### src/inc/macs_pkg.sv
package macs_pkg;
  localparam int unsigned A_W = 25;
  localparam int unsigned B_W = 18;
  localparam int unsigned P_W = 48;
  localparam int unsigned LANE_W = 12;
  localparam int unsigned N_LANE = 4;
  localparam int unsigned ADDR_W = 6;
  localparam int unsigned CTRL_W = 12;
  // Register byte offsets
  localparam logic [5:0] REG_CTRL = 6'h00;
  localparam logic [5:0] REG_PAT_LO = 6'h04;
  localparam logic [5:0] REG_PAT_HI = 6'h08;
  localparam logic [5:0] REG_MASK_LO = 6'h0c;
  localparam logic [5:0] REG_MASK_HI = 6'h10;
  localparam logic [5:0] REG_STATUS = 6'h14;
  localparam logic [5:0] REG_RES_LO = 6'h18;
  localparam logic [5:0] REG_RES_HI = 6'h1c;
  // Control field positions
  localparam int unsigned CTRL_PRE_EN = 0;
  localparam int unsigned CTRL_PRE_SUB = 1;
  localparam int unsigned CTRL_MREG = 2;
  localparam int unsigned CTRL_SIMD = 3;
  localparam int unsigned CTRL_LOGIC = 5;
  localparam int unsigned CTRL_FN = 6;
  localparam int unsigned CTRL_CNT = 10;
  localparam int unsigned CTRL_CASC = 11;
  // Status field positions
  localparam int unsigned STAT_MATCH = 0;
  localparam int unsigned STAT_MATCH_B = 1;
  localparam int unsigned STAT_RES_V = 2;
  // Reset values
  localparam logic [11:0] CTRL_RST = 12'h000;
  localparam logic [47:0] PAT_RST = 48'h0000_0000_0000;
  localparam logic [47:0] MASK_RST = 48'h0000_0000_0000;
  localparam logic [1:0] RESP_OKAY = 2'h0;
  localparam logic [1:0] RESP_SLVERR = 2'h2;

  typedef enum logic [1:0] {MACS_SIMD_ONE, MACS_SIMD_TWO, MACS_SIMD_FOUR} macs_simd_t;
  typedef enum logic [3:0] {
    MACS_FN_AND, MACS_FN_OR, MACS_FN_XOR, MACS_FN_NAND, MACS_FN_NOR,
    MACS_FN_XNOR, MACS_FN_X_ANDN_Z, MACS_FN_NX_AND_Z, MACS_FN_X_ORN_Z, MACS_FN_NX_OR_Z
  } macs_fn_t;

  typedef struct packed {
    logic valid;
    logic bypass;
    logic sub;
    logic acc;
    logic [24:0] a;
    logic [17:0] b;
    logic [24:0] d;
    logic [47:0] c;
    logic [47:0] x;
  } macs_op_t;

  typedef struct packed {
    logic valid;
    logic sub;
    logic acc;
    logic [47:0] x;
    logic [47:0] c;
  } macs_stg_t;
endpackage

### src/rtl/macs_slice.sv
// The register offsets and the AXI4-Lite slave port were decided locally.
`timescale 1ns/1ns
module macs_slice
  import macs_pkg::*;
(
  input wire logic aclk,
  input wire logic aresetn,
  input wire logic ce,
  input wire logic [ADDR_W-1:0] s_axi_awaddr,
  input wire logic s_axi_awvalid,
  output logic s_axi_awready,
  input wire logic [31:0] s_axi_wdata,
  input wire logic [3:0] s_axi_wstrb,
  input wire logic s_axi_wvalid,
  output logic s_axi_wready,
  output logic [1:0] s_axi_bresp,
  output logic s_axi_bvalid,
  input wire logic s_axi_bready,
  input wire logic [ADDR_W-1:0] s_axi_araddr,
  input wire logic s_axi_arvalid,
  output logic s_axi_arready,
  output logic [31:0] s_axi_rdata,
  output logic [1:0] s_axi_rresp,
  output logic s_axi_rvalid,
  input wire logic s_axi_rready,
  input wire macs_op_t op_i,
  input wire logic [P_W-1:0] pcin_i,
  input wire logic pat_casc_i,
  output logic [P_W-1:0] res_o,
  output logic res_valid_o,
  output logic [P_W-1:0] pcout_o,
  output logic pat_match_o,
  output logic pat_match_b_o,
  output logic pat96_o
);
  logic [CTRL_W-1:0] ctrl_q;
  logic [P_W-1:0] pat_q, mask_q;
  logic aw_have_q, w_have_q, bvalid_q, rvalid_q;
  logic [ADDR_W-1:0] aw_addr_q;
  logic [31:0] w_data_q, rdata_q;
  logic [3:0] w_strb_q;
  logic [1:0] bresp_q, rresp_q;
  macs_stg_t stg_q;
  logic [P_W-1:0] res_q;
  logic res_v_q, pm_q, pmb_q, p96_q;

  function automatic logic [31:0] wmerge(input logic [31:0] old, input logic [31:0] data,
                                         input logic [3:0] strb);
    logic [31:0] r;
    r = old;
    for (int i = 0; i < 4; i++) begin
      if (strb[i]) begin
        r[i*8 +: 8] = data[i*8 +: 8];
      end
    end
    return r;
  endfunction

  function automatic logic [P_W-1:0] lu(input logic [3:0] fn, input logic [P_W-1:0] x,
                                        input logic [P_W-1:0] z);
    case (macs_fn_t'(fn))
      MACS_FN_AND: return x & z;
      MACS_FN_OR: return x | z;
      MACS_FN_XOR: return x ^ z;
      MACS_FN_NAND: return ~(x & z);
      MACS_FN_NOR: return ~(x | z);
      MACS_FN_XNOR: return ~(x ^ z);
      MACS_FN_X_ANDN_Z: return x & ~z;
      MACS_FN_NX_AND_Z: return ~x & z;
      MACS_FN_X_ORN_Z: return x | ~z;
      MACS_FN_NX_OR_Z: return ~x | z;
      default: return '0;
    endcase
  endfunction

  // Control fields
  wire cfg_pre_en = ctrl_q[CTRL_PRE_EN];
  wire cfg_pre_sub = ctrl_q[CTRL_PRE_SUB];
  wire cfg_mreg = ctrl_q[CTRL_MREG];
  wire [1:0] cfg_simd = ctrl_q[CTRL_SIMD +: 2];
  wire cfg_logic = ctrl_q[CTRL_LOGIC];
  wire [3:0] cfg_fn = ctrl_q[CTRL_FN +: 4];
  wire cfg_cnt = ctrl_q[CTRL_CNT];
  wire cfg_casc = ctrl_q[CTRL_CASC];

  // Register bus: address and data may arrive in either order
  assign s_axi_awready = ce & ~aw_have_q & ~bvalid_q;
  assign s_axi_wready = ce & ~w_have_q & ~bvalid_q;
  assign s_axi_arready = ce & ~rvalid_q;
  assign s_axi_bvalid = bvalid_q;
  assign s_axi_bresp = bresp_q;
  assign s_axi_rvalid = rvalid_q;
  assign s_axi_rdata = rdata_q;
  assign s_axi_rresp = rresp_q;
  wire wr_go = ce & aw_have_q & w_have_q & ~bvalid_q;
  wire wr_hit = aw_addr_q[1:0] == 2'h0 && aw_addr_q <= REG_RES_HI;
  wire [31:0] ctrl_wr = wmerge({20'h0, ctrl_q}, w_data_q, w_strb_q);
  wire [31:0] pat_lo_wr = wmerge(pat_q[31:0], w_data_q, w_strb_q);
  wire [31:0] pat_hi_wr = wmerge({16'h0, pat_q[47:32]}, w_data_q, w_strb_q);
  wire [31:0] mask_lo_wr = wmerge(mask_q[31:0], w_data_q, w_strb_q);
  wire [31:0] mask_hi_wr = wmerge({16'h0, mask_q[47:32]}, w_data_q, w_strb_q);
  wire rd_hit = s_axi_araddr[1:0] == 2'h0 && s_axi_araddr <= REG_RES_HI;
  wire [31:0] stat_word = {29'h0, res_v_q, pmb_q, pm_q};
  wire [31:0] rd_word =
    s_axi_araddr == REG_CTRL ? {20'h0, ctrl_q} :
    s_axi_araddr == REG_PAT_LO ? pat_q[31:0] :
    s_axi_araddr == REG_PAT_HI ? {16'h0, pat_q[47:32]} :
    s_axi_araddr == REG_MASK_LO ? mask_q[31:0] :
    s_axi_araddr == REG_MASK_HI ? {16'h0, mask_q[47:32]} :
    s_axi_araddr == REG_STATUS ? stat_word :
    s_axi_araddr == REG_RES_LO ? res_q[31:0] :
    s_axi_araddr == REG_RES_HI ? {16'h0, res_q[47:32]} : 32'h0000_0000;

  always_ff @(posedge aclk) begin
    if (!aresetn) begin
      aw_have_q <= 1'b0;
      w_have_q <= 1'b0;
      bvalid_q <= 1'b0;
      bresp_q <= RESP_OKAY;
      aw_addr_q <= '0;
      w_data_q <= '0;
      w_strb_q <= '0;
    end else if (ce) begin
      if (s_axi_awvalid && s_axi_awready) begin
        aw_have_q <= 1'b1;
        aw_addr_q <= s_axi_awaddr;
      end
      if (s_axi_wvalid && s_axi_wready) begin
        w_have_q <= 1'b1;
        w_data_q <= s_axi_wdata;
        w_strb_q <= s_axi_wstrb;
      end
      if (wr_go) begin
        aw_have_q <= 1'b0;
        w_have_q <= 1'b0;
        bvalid_q <= 1'b1;
        bresp_q <= wr_hit ? RESP_OKAY : RESP_SLVERR;
      end else if (s_axi_bready) begin
        bvalid_q <= 1'b0;
      end
    end
  end

  always_ff @(posedge aclk) begin
    if (!aresetn) begin
      ctrl_q <= CTRL_RST;
      pat_q <= PAT_RST;
      mask_q <= MASK_RST;
    end else if (wr_go) begin
      if (aw_addr_q == REG_CTRL) ctrl_q <= ctrl_wr[CTRL_W-1:0];
      if (aw_addr_q == REG_PAT_LO) pat_q[31:0] <= pat_lo_wr;
      if (aw_addr_q == REG_PAT_HI) pat_q[47:32] <= pat_hi_wr[15:0];
      if (aw_addr_q == REG_MASK_LO) mask_q[31:0] <= mask_lo_wr;
      if (aw_addr_q == REG_MASK_HI) mask_q[47:32] <= mask_hi_wr[15:0];
    end
  end

  always_ff @(posedge aclk) begin
    if (!aresetn) begin
      rvalid_q <= 1'b0;
      rdata_q <= '0;
      rresp_q <= RESP_OKAY;
    end else if (ce) begin
      if (s_axi_arvalid && s_axi_arready) begin
        rvalid_q <= 1'b1;
        rdata_q <= rd_word;
        rresp_q <= rd_hit ? RESP_OKAY : RESP_SLVERR;
      end else if (s_axi_rready) begin
        rvalid_q <= 1'b0;
      end
    end
  end

  // Pre-adder wraps at 25 bits, as the multiplier port is only that wide
  wire [A_W-1:0] pre_sum = cfg_pre_sub ? op_i.d - op_i.a : op_i.d + op_i.a;
  wire [A_W-1:0] pre = cfg_pre_en ? pre_sum : op_i.a;
  logic signed [P_W-1:0] prod;
  assign prod = $signed(pre) * $signed(op_i.b);
  macs_stg_t s_in, s;
  assign s_in = '{valid: op_i.valid, sub: op_i.sub, acc: op_i.acc,
                  x: op_i.bypass ? op_i.x : prod, c: op_i.c};
  assign s = cfg_mreg ? stg_q : s_in;

  // Counter mode steps the held total by one every enabled clock
  wire alu_v = s.valid | cfg_cnt;
  wire alu_sub = cfg_cnt ? op_i.sub : s.sub;
  wire [P_W-1:0] alu_x = cfg_cnt ? 48'h0000_0000_0001 : s.x;
  wire [P_W-1:0] alu_z = cfg_casc ? pcin_i : (cfg_cnt | s.acc) ? res_q : s.c;

  logic [LANE_W:0] lane_sum [N_LANE];
  logic [N_LANE-1:0] cin;
  logic [P_W-1:0] sum;
  genvar g;
  for (g = 0; g < N_LANE; g++) begin : g_lane
    // Subtract as z + ~x + 1, with the +1 restarted at each lane edge where the SIMD mode splits the word
    wire [LANE_W-1:0] xl = alu_x[g*LANE_W +: LANE_W] ^ {LANE_W{alu_sub}};
    if (g == 0) begin : g_first
      assign cin[g] = alu_sub;
    end else begin : g_rest
      wire brk = cfg_simd == MACS_SIMD_FOUR ||
                 (cfg_simd == MACS_SIMD_TWO && g == 2);
      assign cin[g] = brk ? alu_sub : lane_sum[g-1][LANE_W];
    end
    assign lane_sum[g] = {1'b0, alu_z[g*LANE_W +: LANE_W]} + {1'b0, xl} + {12'h000, cin[g]};
    assign sum[g*LANE_W +: LANE_W] = lane_sum[g][LANE_W-1:0];
  end

  wire [P_W-1:0] res_d = !alu_v ? res_q : cfg_logic ? lu(cfg_fn, alu_x, alu_z) : sum;
  wire pm_d = ((res_d ^ pat_q) & ~mask_q) == '0;
  wire pmb_d = ((res_d ^ ~pat_q) & ~mask_q) == '0;

  always_ff @(posedge aclk) begin
    if (!aresetn) begin
      stg_q <= '0;
      res_q <= '0;
      res_v_q <= 1'b0;
      pm_q <= 1'b0;
      pmb_q <= 1'b0;
      p96_q <= 1'b0;
    end else if (ce) begin
      stg_q <= s_in;
      res_q <= res_d;
      res_v_q <= alu_v;
      pm_q <= pm_d;
      pmb_q <= pmb_d;
      p96_q <= pm_d & pat_casc_i;
    end
  end

  assign res_o = res_q;
  assign res_valid_o = res_v_q;
  assign pcout_o = res_q;
  assign pat_match_o = pm_q;
  assign pat_match_b_o = pmb_q;
  assign pat96_o = p96_q;

  wire plain = ce & op_i.valid & ~cfg_mreg & ~cfg_cnt & ~cfg_casc & ~cfg_logic &
               cfg_simd == MACS_SIMD_ONE & ~op_i.sub;
  logic signed [P_W-1:0] chk_prod, chk_pre;
  wire [A_W-1:0] chk_pre_sum = op_i.d + op_i.a;
  assign chk_prod = $signed(op_i.a) * $signed(op_i.b);
  assign chk_pre = $signed(chk_pre_sum) * $signed(op_i.b);
  wire [23:0] chk_lo24 = alu_sub ? alu_z[23:0] - alu_x[23:0] : alu_z[23:0] + alu_x[23:0];
  wire [11:0] chk_hi12 = alu_sub ? alu_z[47:36] - alu_x[47:36] : alu_z[47:36] + alu_x[47:36];
endmodule

### config.mk
export PLATFORM = sky130hd
export DESIGN_NAME = macs_slice
export DESIGN_NICKNAME = d
export VERILOG_FILES = /design/src/inc/macs_pkg.sv /design/src/rtl/macs_slice.sv
export SDC_FILE = /design/constraint.sdc
export NUM_CORES = 2
export LEC_CHECK = 0
export ABC_AREA = 1
export ABC_CLOCK_PERIOD_IN_PS = 16300
export BUFFER_PORTS_ARGS = -buffer_cell sky130_fd_sc_hd__buf_2
export CORE_UTILIZATION = 40
export CTS_CLUSTER_DIAMETER = 100
export DETAILED_ROUTE_END_ITERATION = 8
export PLACE_DENSITY_LB_ADDON = 0.2
export SLEW_MARGIN = 20
export SYNTH_ARGS = -nofsm -noshare
export SYNTH_HDL_FRONTEND = slang
export SYNTH_SLANG_ARGS = --single-unit
export TNS_END_PERCENT = 100
### constraint.sdc
create_clock -name aclk -period 16.3 [get_ports aclk]
set_clock_uncertainty 0.2 [all_clocks]
set_input_delay 0.815 -clock aclk [delete_from_list [all_inputs] [get_ports aclk]]
set_output_delay 0.815 -clock aclk [all_outputs]
set_load 0.005 [all_outputs]
== Word level (Yosys, flattened, before mapping) ==
Index checks and enable logic that the tools add are counted.
Widths: inputs -> output; s select.

* Add/subtract/negate cells: 10
* Multipliers: 1
* Magnitude comparators: 2
* Equal/unequal tests: 22
* Muxes and demuxes: 32
* Bitwise operators: 37
* Reduce and logical (&&, ||, !) cells: 39

{| class="wikitable"
|+ Operator list
! operator !! count
|-
| $pmux 48 s10 || 1
|-
| $not 48->48 || 7
|-
| $mux 48 || 6
|-
| $and 48x48->48 || 5
|-
| $mux 32 || 7
|-
| $or 48x48->48 || 3
|-
| $xor 48x48->48 || 3
|-
| $mux 99 || 1
|-
| $logic_not 48->1 || 2
|-
| $mux 25 || 2
|-
| $xor 12x12->12 || 4
|-
| $mul 25x18->43 || 1
|-
| $reduce_and 3->1 || 14
|-
| $add 12x12->13 || 3
|-
| $add 13x1->13 || 3
|-
| $eq 6x5->1 const B || 5
|-
| $add 25x25->25 || 1
|-
| $sub 25x25->25 || 1
|-
| $eq 6x4->1 const B || 4
|-
| $eq 4x3->1 const B || 4
|-
| $mux 16 || 1
|-
| $reduce_and 2->1 || 8
|-
| $add 12x1->12 || 1
|-
| $add 12x12->12 || 1
|-
| other kinds (18) || 55
|}

* Flip-flop bits (word level): 341
* Output and inout port bits: 141

== Longest topological paths before layout ==
* Word-level depth: 23
* Gate-level depth with buffers: 96
* Mapped depth without buffers: 95

== Worst setup path before layout ==
No wires, ideal clock.

* Path kind: input -> register
* Start point: in op_i[140] (netlist name)
* End point: reg pmb_q (netlist: pat_match_b_o)
* Arrival time: 14.212 ns
* Data required time: 15.968 ns
* Setup slack: 1.755 ns
* Cell stages on the path: 91
* Path buffers: 1
* Cells stage by stage: inv_1 ha_1 nor2_1 xor2_1 ha_1 a21oi_1 nand2_1 nand2_1 nand2_1 a21oi_1 inv_1 a31oi_1 xor2_1 nand2_1 o21ai_0 clkbuf_1 nor2_1 fa_1 [... 55 more ...] nand2_1 nand2_1 nand2_1 nand2_1 nand2_1 nand2_1 nand2_1 a21oi_1 xor2_1 nand2_1 nand3_1 nand2_1 xor2_1 or2_2 nand4_1 nor2_1 nand4_1 a21oi_1

* Longest elaborated chain between the ends: 21
* Elaborated cells between the ends (all ways): 40

{| class="wikitable"
|+ Ends and longest elaborated chain
! element !! RTL line !! text
|-
| start, declared || macs_slice.sv:26 || <nowiki>input wire macs_op_t op_i,</nowiki>
|-
| $add 25x25->25 or $sub 25x25->25 (tied branches) || n/a ||
|-
| $mux 25 || macs_slice.sv:175 || <nowiki>wire [A_W-1:0] pre_sum = cfg_pre_sub ? op_i.d - op_i.a : op_i.d + op_i.a;</nowiki>
|-
| $mux 25 (*) || macs_slice.sv:176 || <nowiki>wire [A_W-1:0] pre = cfg_pre_en ? pre_sum : op_i.a;</nowiki>
|-
| $mul 25x18->43 (*) || macs_slice.sv:178 || <nowiki>assign prod = $signed(pre) * $signed(op_i.b);</nowiki>
|-
| $mux 48 (*) || macs_slice.sv:181 || <nowiki>x: op_i.bypass ? op_i.x : prod, c: op_i.c};</nowiki>
|-
| $mux 99 (*) || macs_slice.sv:182 || <nowiki>assign s = cfg_mreg ? stg_q : s_in;</nowiki>
|-
| $mux 48 (*) || macs_slice.sv:187 || <nowiki>wire [P_W-1:0] alu_x = cfg_cnt ? 48'h0000_0000_0001 : s.x;</nowiki>
|-
| $xor 12x12->12 || macs_slice.sv:196 || <nowiki>wire [LANE_W-1:0] xl = alu_x[g*LANE_W +: LANE_W] ^ {LANE_W{alu_sub}};</nowiki>
|-
| [... 4 more ...] || n/a ||
|-
| $mux 1 || macs_slice.sv:202 || <nowiki>assign cin[g] = brk ? alu_sub : lane_sum[g-1][LANE_W];</nowiki>
|-
| $add 13x1->13 || macs_slice.sv:204 || <nowiki>assign lane_sum[g] = {1'b0, alu_z[g*LANE_W +: LANE_W]} + {1'b0, xl} + {12'h000, cin[g]};</nowiki>
|-
| $mux 1 || macs_slice.sv:202 ||
|-
| $add 12x1->12 || macs_slice.sv:204 ||
|-
| $mux 48 (*) (2 in a row) || macs_slice.sv:208 || <nowiki>wire [P_W-1:0] res_d = !alu_v ? res_q : cfg_logic ? lu(cfg_fn, alu_x, alu_z) : sum;</nowiki>
|-
| $xor 48x48->48 (*) || macs_slice.sv:210 || <nowiki>wire pmb_d = ((res_d ^ ~pat_q) & ~mask_q) == '0;</nowiki>
|-
| $and 48x48->48 (*) || macs_slice.sv:210 ||
|-
| $logic_not 48->1 (*) || macs_slice.sv:210 ||
|-
| end signal, assigned || macs_slice.sv:225 || <nowiki>pmb_q <= pmb_d;</nowiki>
|-
| end, declared || macs_slice.sv:45 || <nowiki>logic res_v_q, pm_q, pmb_q, p96_q;</nowiki>
|}

Every way passes the cells marked *; elsewhere a longest branch is shown, timed or not.
A chain may end at the register's enable or synchronous reset.

== Worst setup path after layout ==
* Start point: in op_i[139] (netlist name)
* End point: reg pmb_q (netlist: pat_match_b_o)

Same word-level chain as after synthesis.

==> results_dict.tcl <==
set metrics [dict create \
    via_count 43900 \
    slew-limit-headroom_pct 19.1 \
    clkTransAtPathRegs_ns 0.06 \
    synth_area_mm2 0.0440 \
    cts_inserted_buffers 39 \
    cts_tree "done" \
    numPortBuffers 411 \
    criticalPathCategory "input port to register" \
    synth_ff_type "dfxtp_1" \
    dp_hpwl_um 138000 \
    wl_per_cell_um 22.5 \
    final_cell_area_mm2 0.0487 \
    min_path_cells 3 \
    die_area_mm2 0.111 \
    max_cap_violations 0 \
    firstDrtPassIters 9 \
    viasPerCell 5.54 \
    cp_slowest_stage_delay_ns 0.60 \
    grt_pass1_wl_um 264000 \
    synth-async-reset-ratio_pct 0 \
    min_to "stg_q[5]" \
    ctsLongestPathBuffers 3 \
    crit_path_max_fanout 6 \
    reg2reg_slack_ns 1.24 \
    grt_overflow 0 \
    synth.area.top_cells "fa_1 (20%), dfxtp_1 (15%), ha_1 (10%)" \
    syn_inst 6232 \
    synth_cell_type_count 61 \
    io_pins 414 \
    min_path_type "input port to register" \
    r2r_end "pat_match_b_o" \
    core_area_mm2 0.109 \
    critPathSlowestCell "fa_1" \
    fin_tns_setup_ns 0 \
    place_area_mm2 0.0472 \
    drive_above_1_share_pct 11.7 \
    crit_buf_inv 10 \
    rr_worst_depth 92 \
    synth_edf_count 0 \
    drtIter0Drc 4812 \
    rr_startpoint "ctrl_q[1]" \
    root_buffer "clkbuf_16" \
    setup_ws_ns 1.19 \
    max_freq_mhz 66.2 \
    track_usage_pct 31.4 \
    crit_family "adder cells" \
    post-route-min-period_ns 15.11 \
    clkLatencyLatePin_ns 0.61 \
    die_h_um 334 \
    drc 1 \
    final_nets 7555 \
    worstSetupEndpointType "register" \
    cp-start-kind "input port" \
    worstPathRequired_ns 16.54 \
    tightest_slew_ns 1.21 \
    rsz0062_at_grt "no" \
    worstPathArrival_ns 15.35 \
    crit_top_cell "nand2_1" \
    dieWidth_um 334 \
    synth_top_area_share_pct 20.4 \
    hold_viol_final 0 \
    slew_viol_final 0 \
    holdCritStartpoint "op_i[53]" \
    setup_viol 0 \
    routed_wl_um 178000 \
    syn_avg_cell_area_um2 7.06 \
    cts.sinks 339 \
    start_util_pct 40.4 \
    failed_checks "design-rule violations" \
    min_period_over_period_pct 92.7 \
    first_global_vias 41700 \
    area_growth_pct 10.6 \
    cts-htree-levels 2 \
    synth_largest_area_cell "fa_1" \
    yosysSeqAreaShare_pct 15.4 \
    rows 121 \
    antenna_found_initial 14 \
    status "finished, violations left" \
    place.gp.congestion 1.02 \
    place_ws_ns 0.160 \
    grt_max_degree 107 \
    antenna_left 0 \
    ys_warn_count 0 \
    ys_ff_latch 339 \
]
cell families (layout without fill, tap and decap cells):
kind of cell               Yosys count  count (layout)  synth area share, %
xor gates and xnor gates           125             125                 2.49
AOI/OAI and AO/OA                 1342            1342                 17.6
adders and majority gates          817             817                 30.9
buffers and inverters             1405            1667                 12.7
other                                1              11              0.00853
muxes                                2               2               0.0512
and+or+nand+nor                   2201            2201                 20.8
DFF                                339             339                 15.4
layout by cell type (no fill, tap or decap), types with 78 or more instances in the layout:
| cell type | n |
|---|---|
| nand3_1 | 257 |
| o21ai_0 | 515 |
| ha_1 | 368 |
| nor2_1 | 659 |
| or2_2 | 78 |
| buf_4 | 123 |
| dfxtp_1 | 336 |
| buf_2 | 409 |
| nand2_1 | 1045 |
| fa_1 | 447 |
| o22ai_1 | 85 |
| a21oi_1 | 402 |
| inv_1 | 1030 |
| xor2_1 | 103 |
per-stage QoR:
step | hold slack, ns | util, % | cells
final | 0.249 | 44.6 | 7918
after global routing | 0.254 | 44.6 | 7912
after CTS | 0.227 | 44.5 | 7907
after detailed placement | 0.244 | 43.3 | 7836
after global placement | 0.243 | 43.3 | 7836
after floorplan | 0.230 | - | 6233
cell usage after synthesis (all sizes together) (103+ instances only):
library cell and instances:
xor2 103, a21oi 403, inv 1053, buf 131, dfxtp 339, ha 368, clkbuf 214, nand2 1057
nand3 258, o21ai 594, fa 449, nor2 669
how the worst max path moves through the flow:
stage                         start       endpoint  slack [ns]  cells after the start
after floorplan           op_i[140]  pat_match_b_o        1.76                     91
after global placement    op_i[139]  pat_match_b_o        0.29                     94
after detailed placement  op_i[139]  pat_match_b_o        0.16                     94
after CTS                 ctrl_q[1]  pat_match_b_o        0.71                     92
after global routing      op_i[139]  pat_match_b_o        0.03                     92
final                     op_i[139]  pat_match_b_o        1.19                     94
registers in the layout (all words and copies together), names as in the netlist:
| signal | count |
|---|---|
| s_axi_bvalid | 1 |
| mask_q | 48 |
| res_valid_o | 1 |
| pat_q | 48 |
| s_axi_rdata | 32 |
| pcout_o | 48 |
| pat96_o | 1 |
| s_axi_rvalid | 1 |
| s_axi_bresp | 1 |
| s_axi_rresp | 1 |
| ctrl_q | 12 |
| pat_match_b_o | 1 |
| w_have_q | 1 |
| pat_match_o | 1 |
| stg_q | 99 |
| w_strb_q | 4 |
| aw_addr_q | 6 |
| w_data_q | 32 |
| aw_have_q | 1 |
area by class of cell:
cell class / instances / area, um2
diodes: 9 / 22.5
clock buffers: 56 / 1100
clock inverters: 15 / 246
fillers: 11300 / 60300
inverters: 1060 / 3990
multi-input cells: 4489 / 31700
flip-flops and latches: 339 / 6790
well taps: 1414 / 1770
repair buffers: 536 / 3050
worst register-to-register path, delay by kind of cell (launching register included):
family | cells | cell delay (ns)
xor+xnor | 5 | 0.79
fa+ha+maj | 13 | 5.65
flops | 1 | 0.38
buf+inv | 9 | 0.58
simple gates | 41 | 4.07
compound gates | 24 | 3.26
repair_timing:
action | in CTS | in global routing
buffers inserted | 0 | 1
endpoints found under the setup margin | 0 | 4
hold buffers | 0 | 0
gates resized for setup | 0 | 20
per-layer routing:
metal / share of wire (%) / up-vias / GRT usage, %
met4: 3.0 / 8 / 8.64
met2: 42 / 2206 / 46.8
met5: 0.026 / - / 0
met3: 11 / 315 / 7.30
li1: - / 20300 / -
met1: 44 / 21000 / 44.9
Power is left out: the tool's default activity adds up to more than one toggle a clock period on the data nets, which glitch-free logic cannot reach.
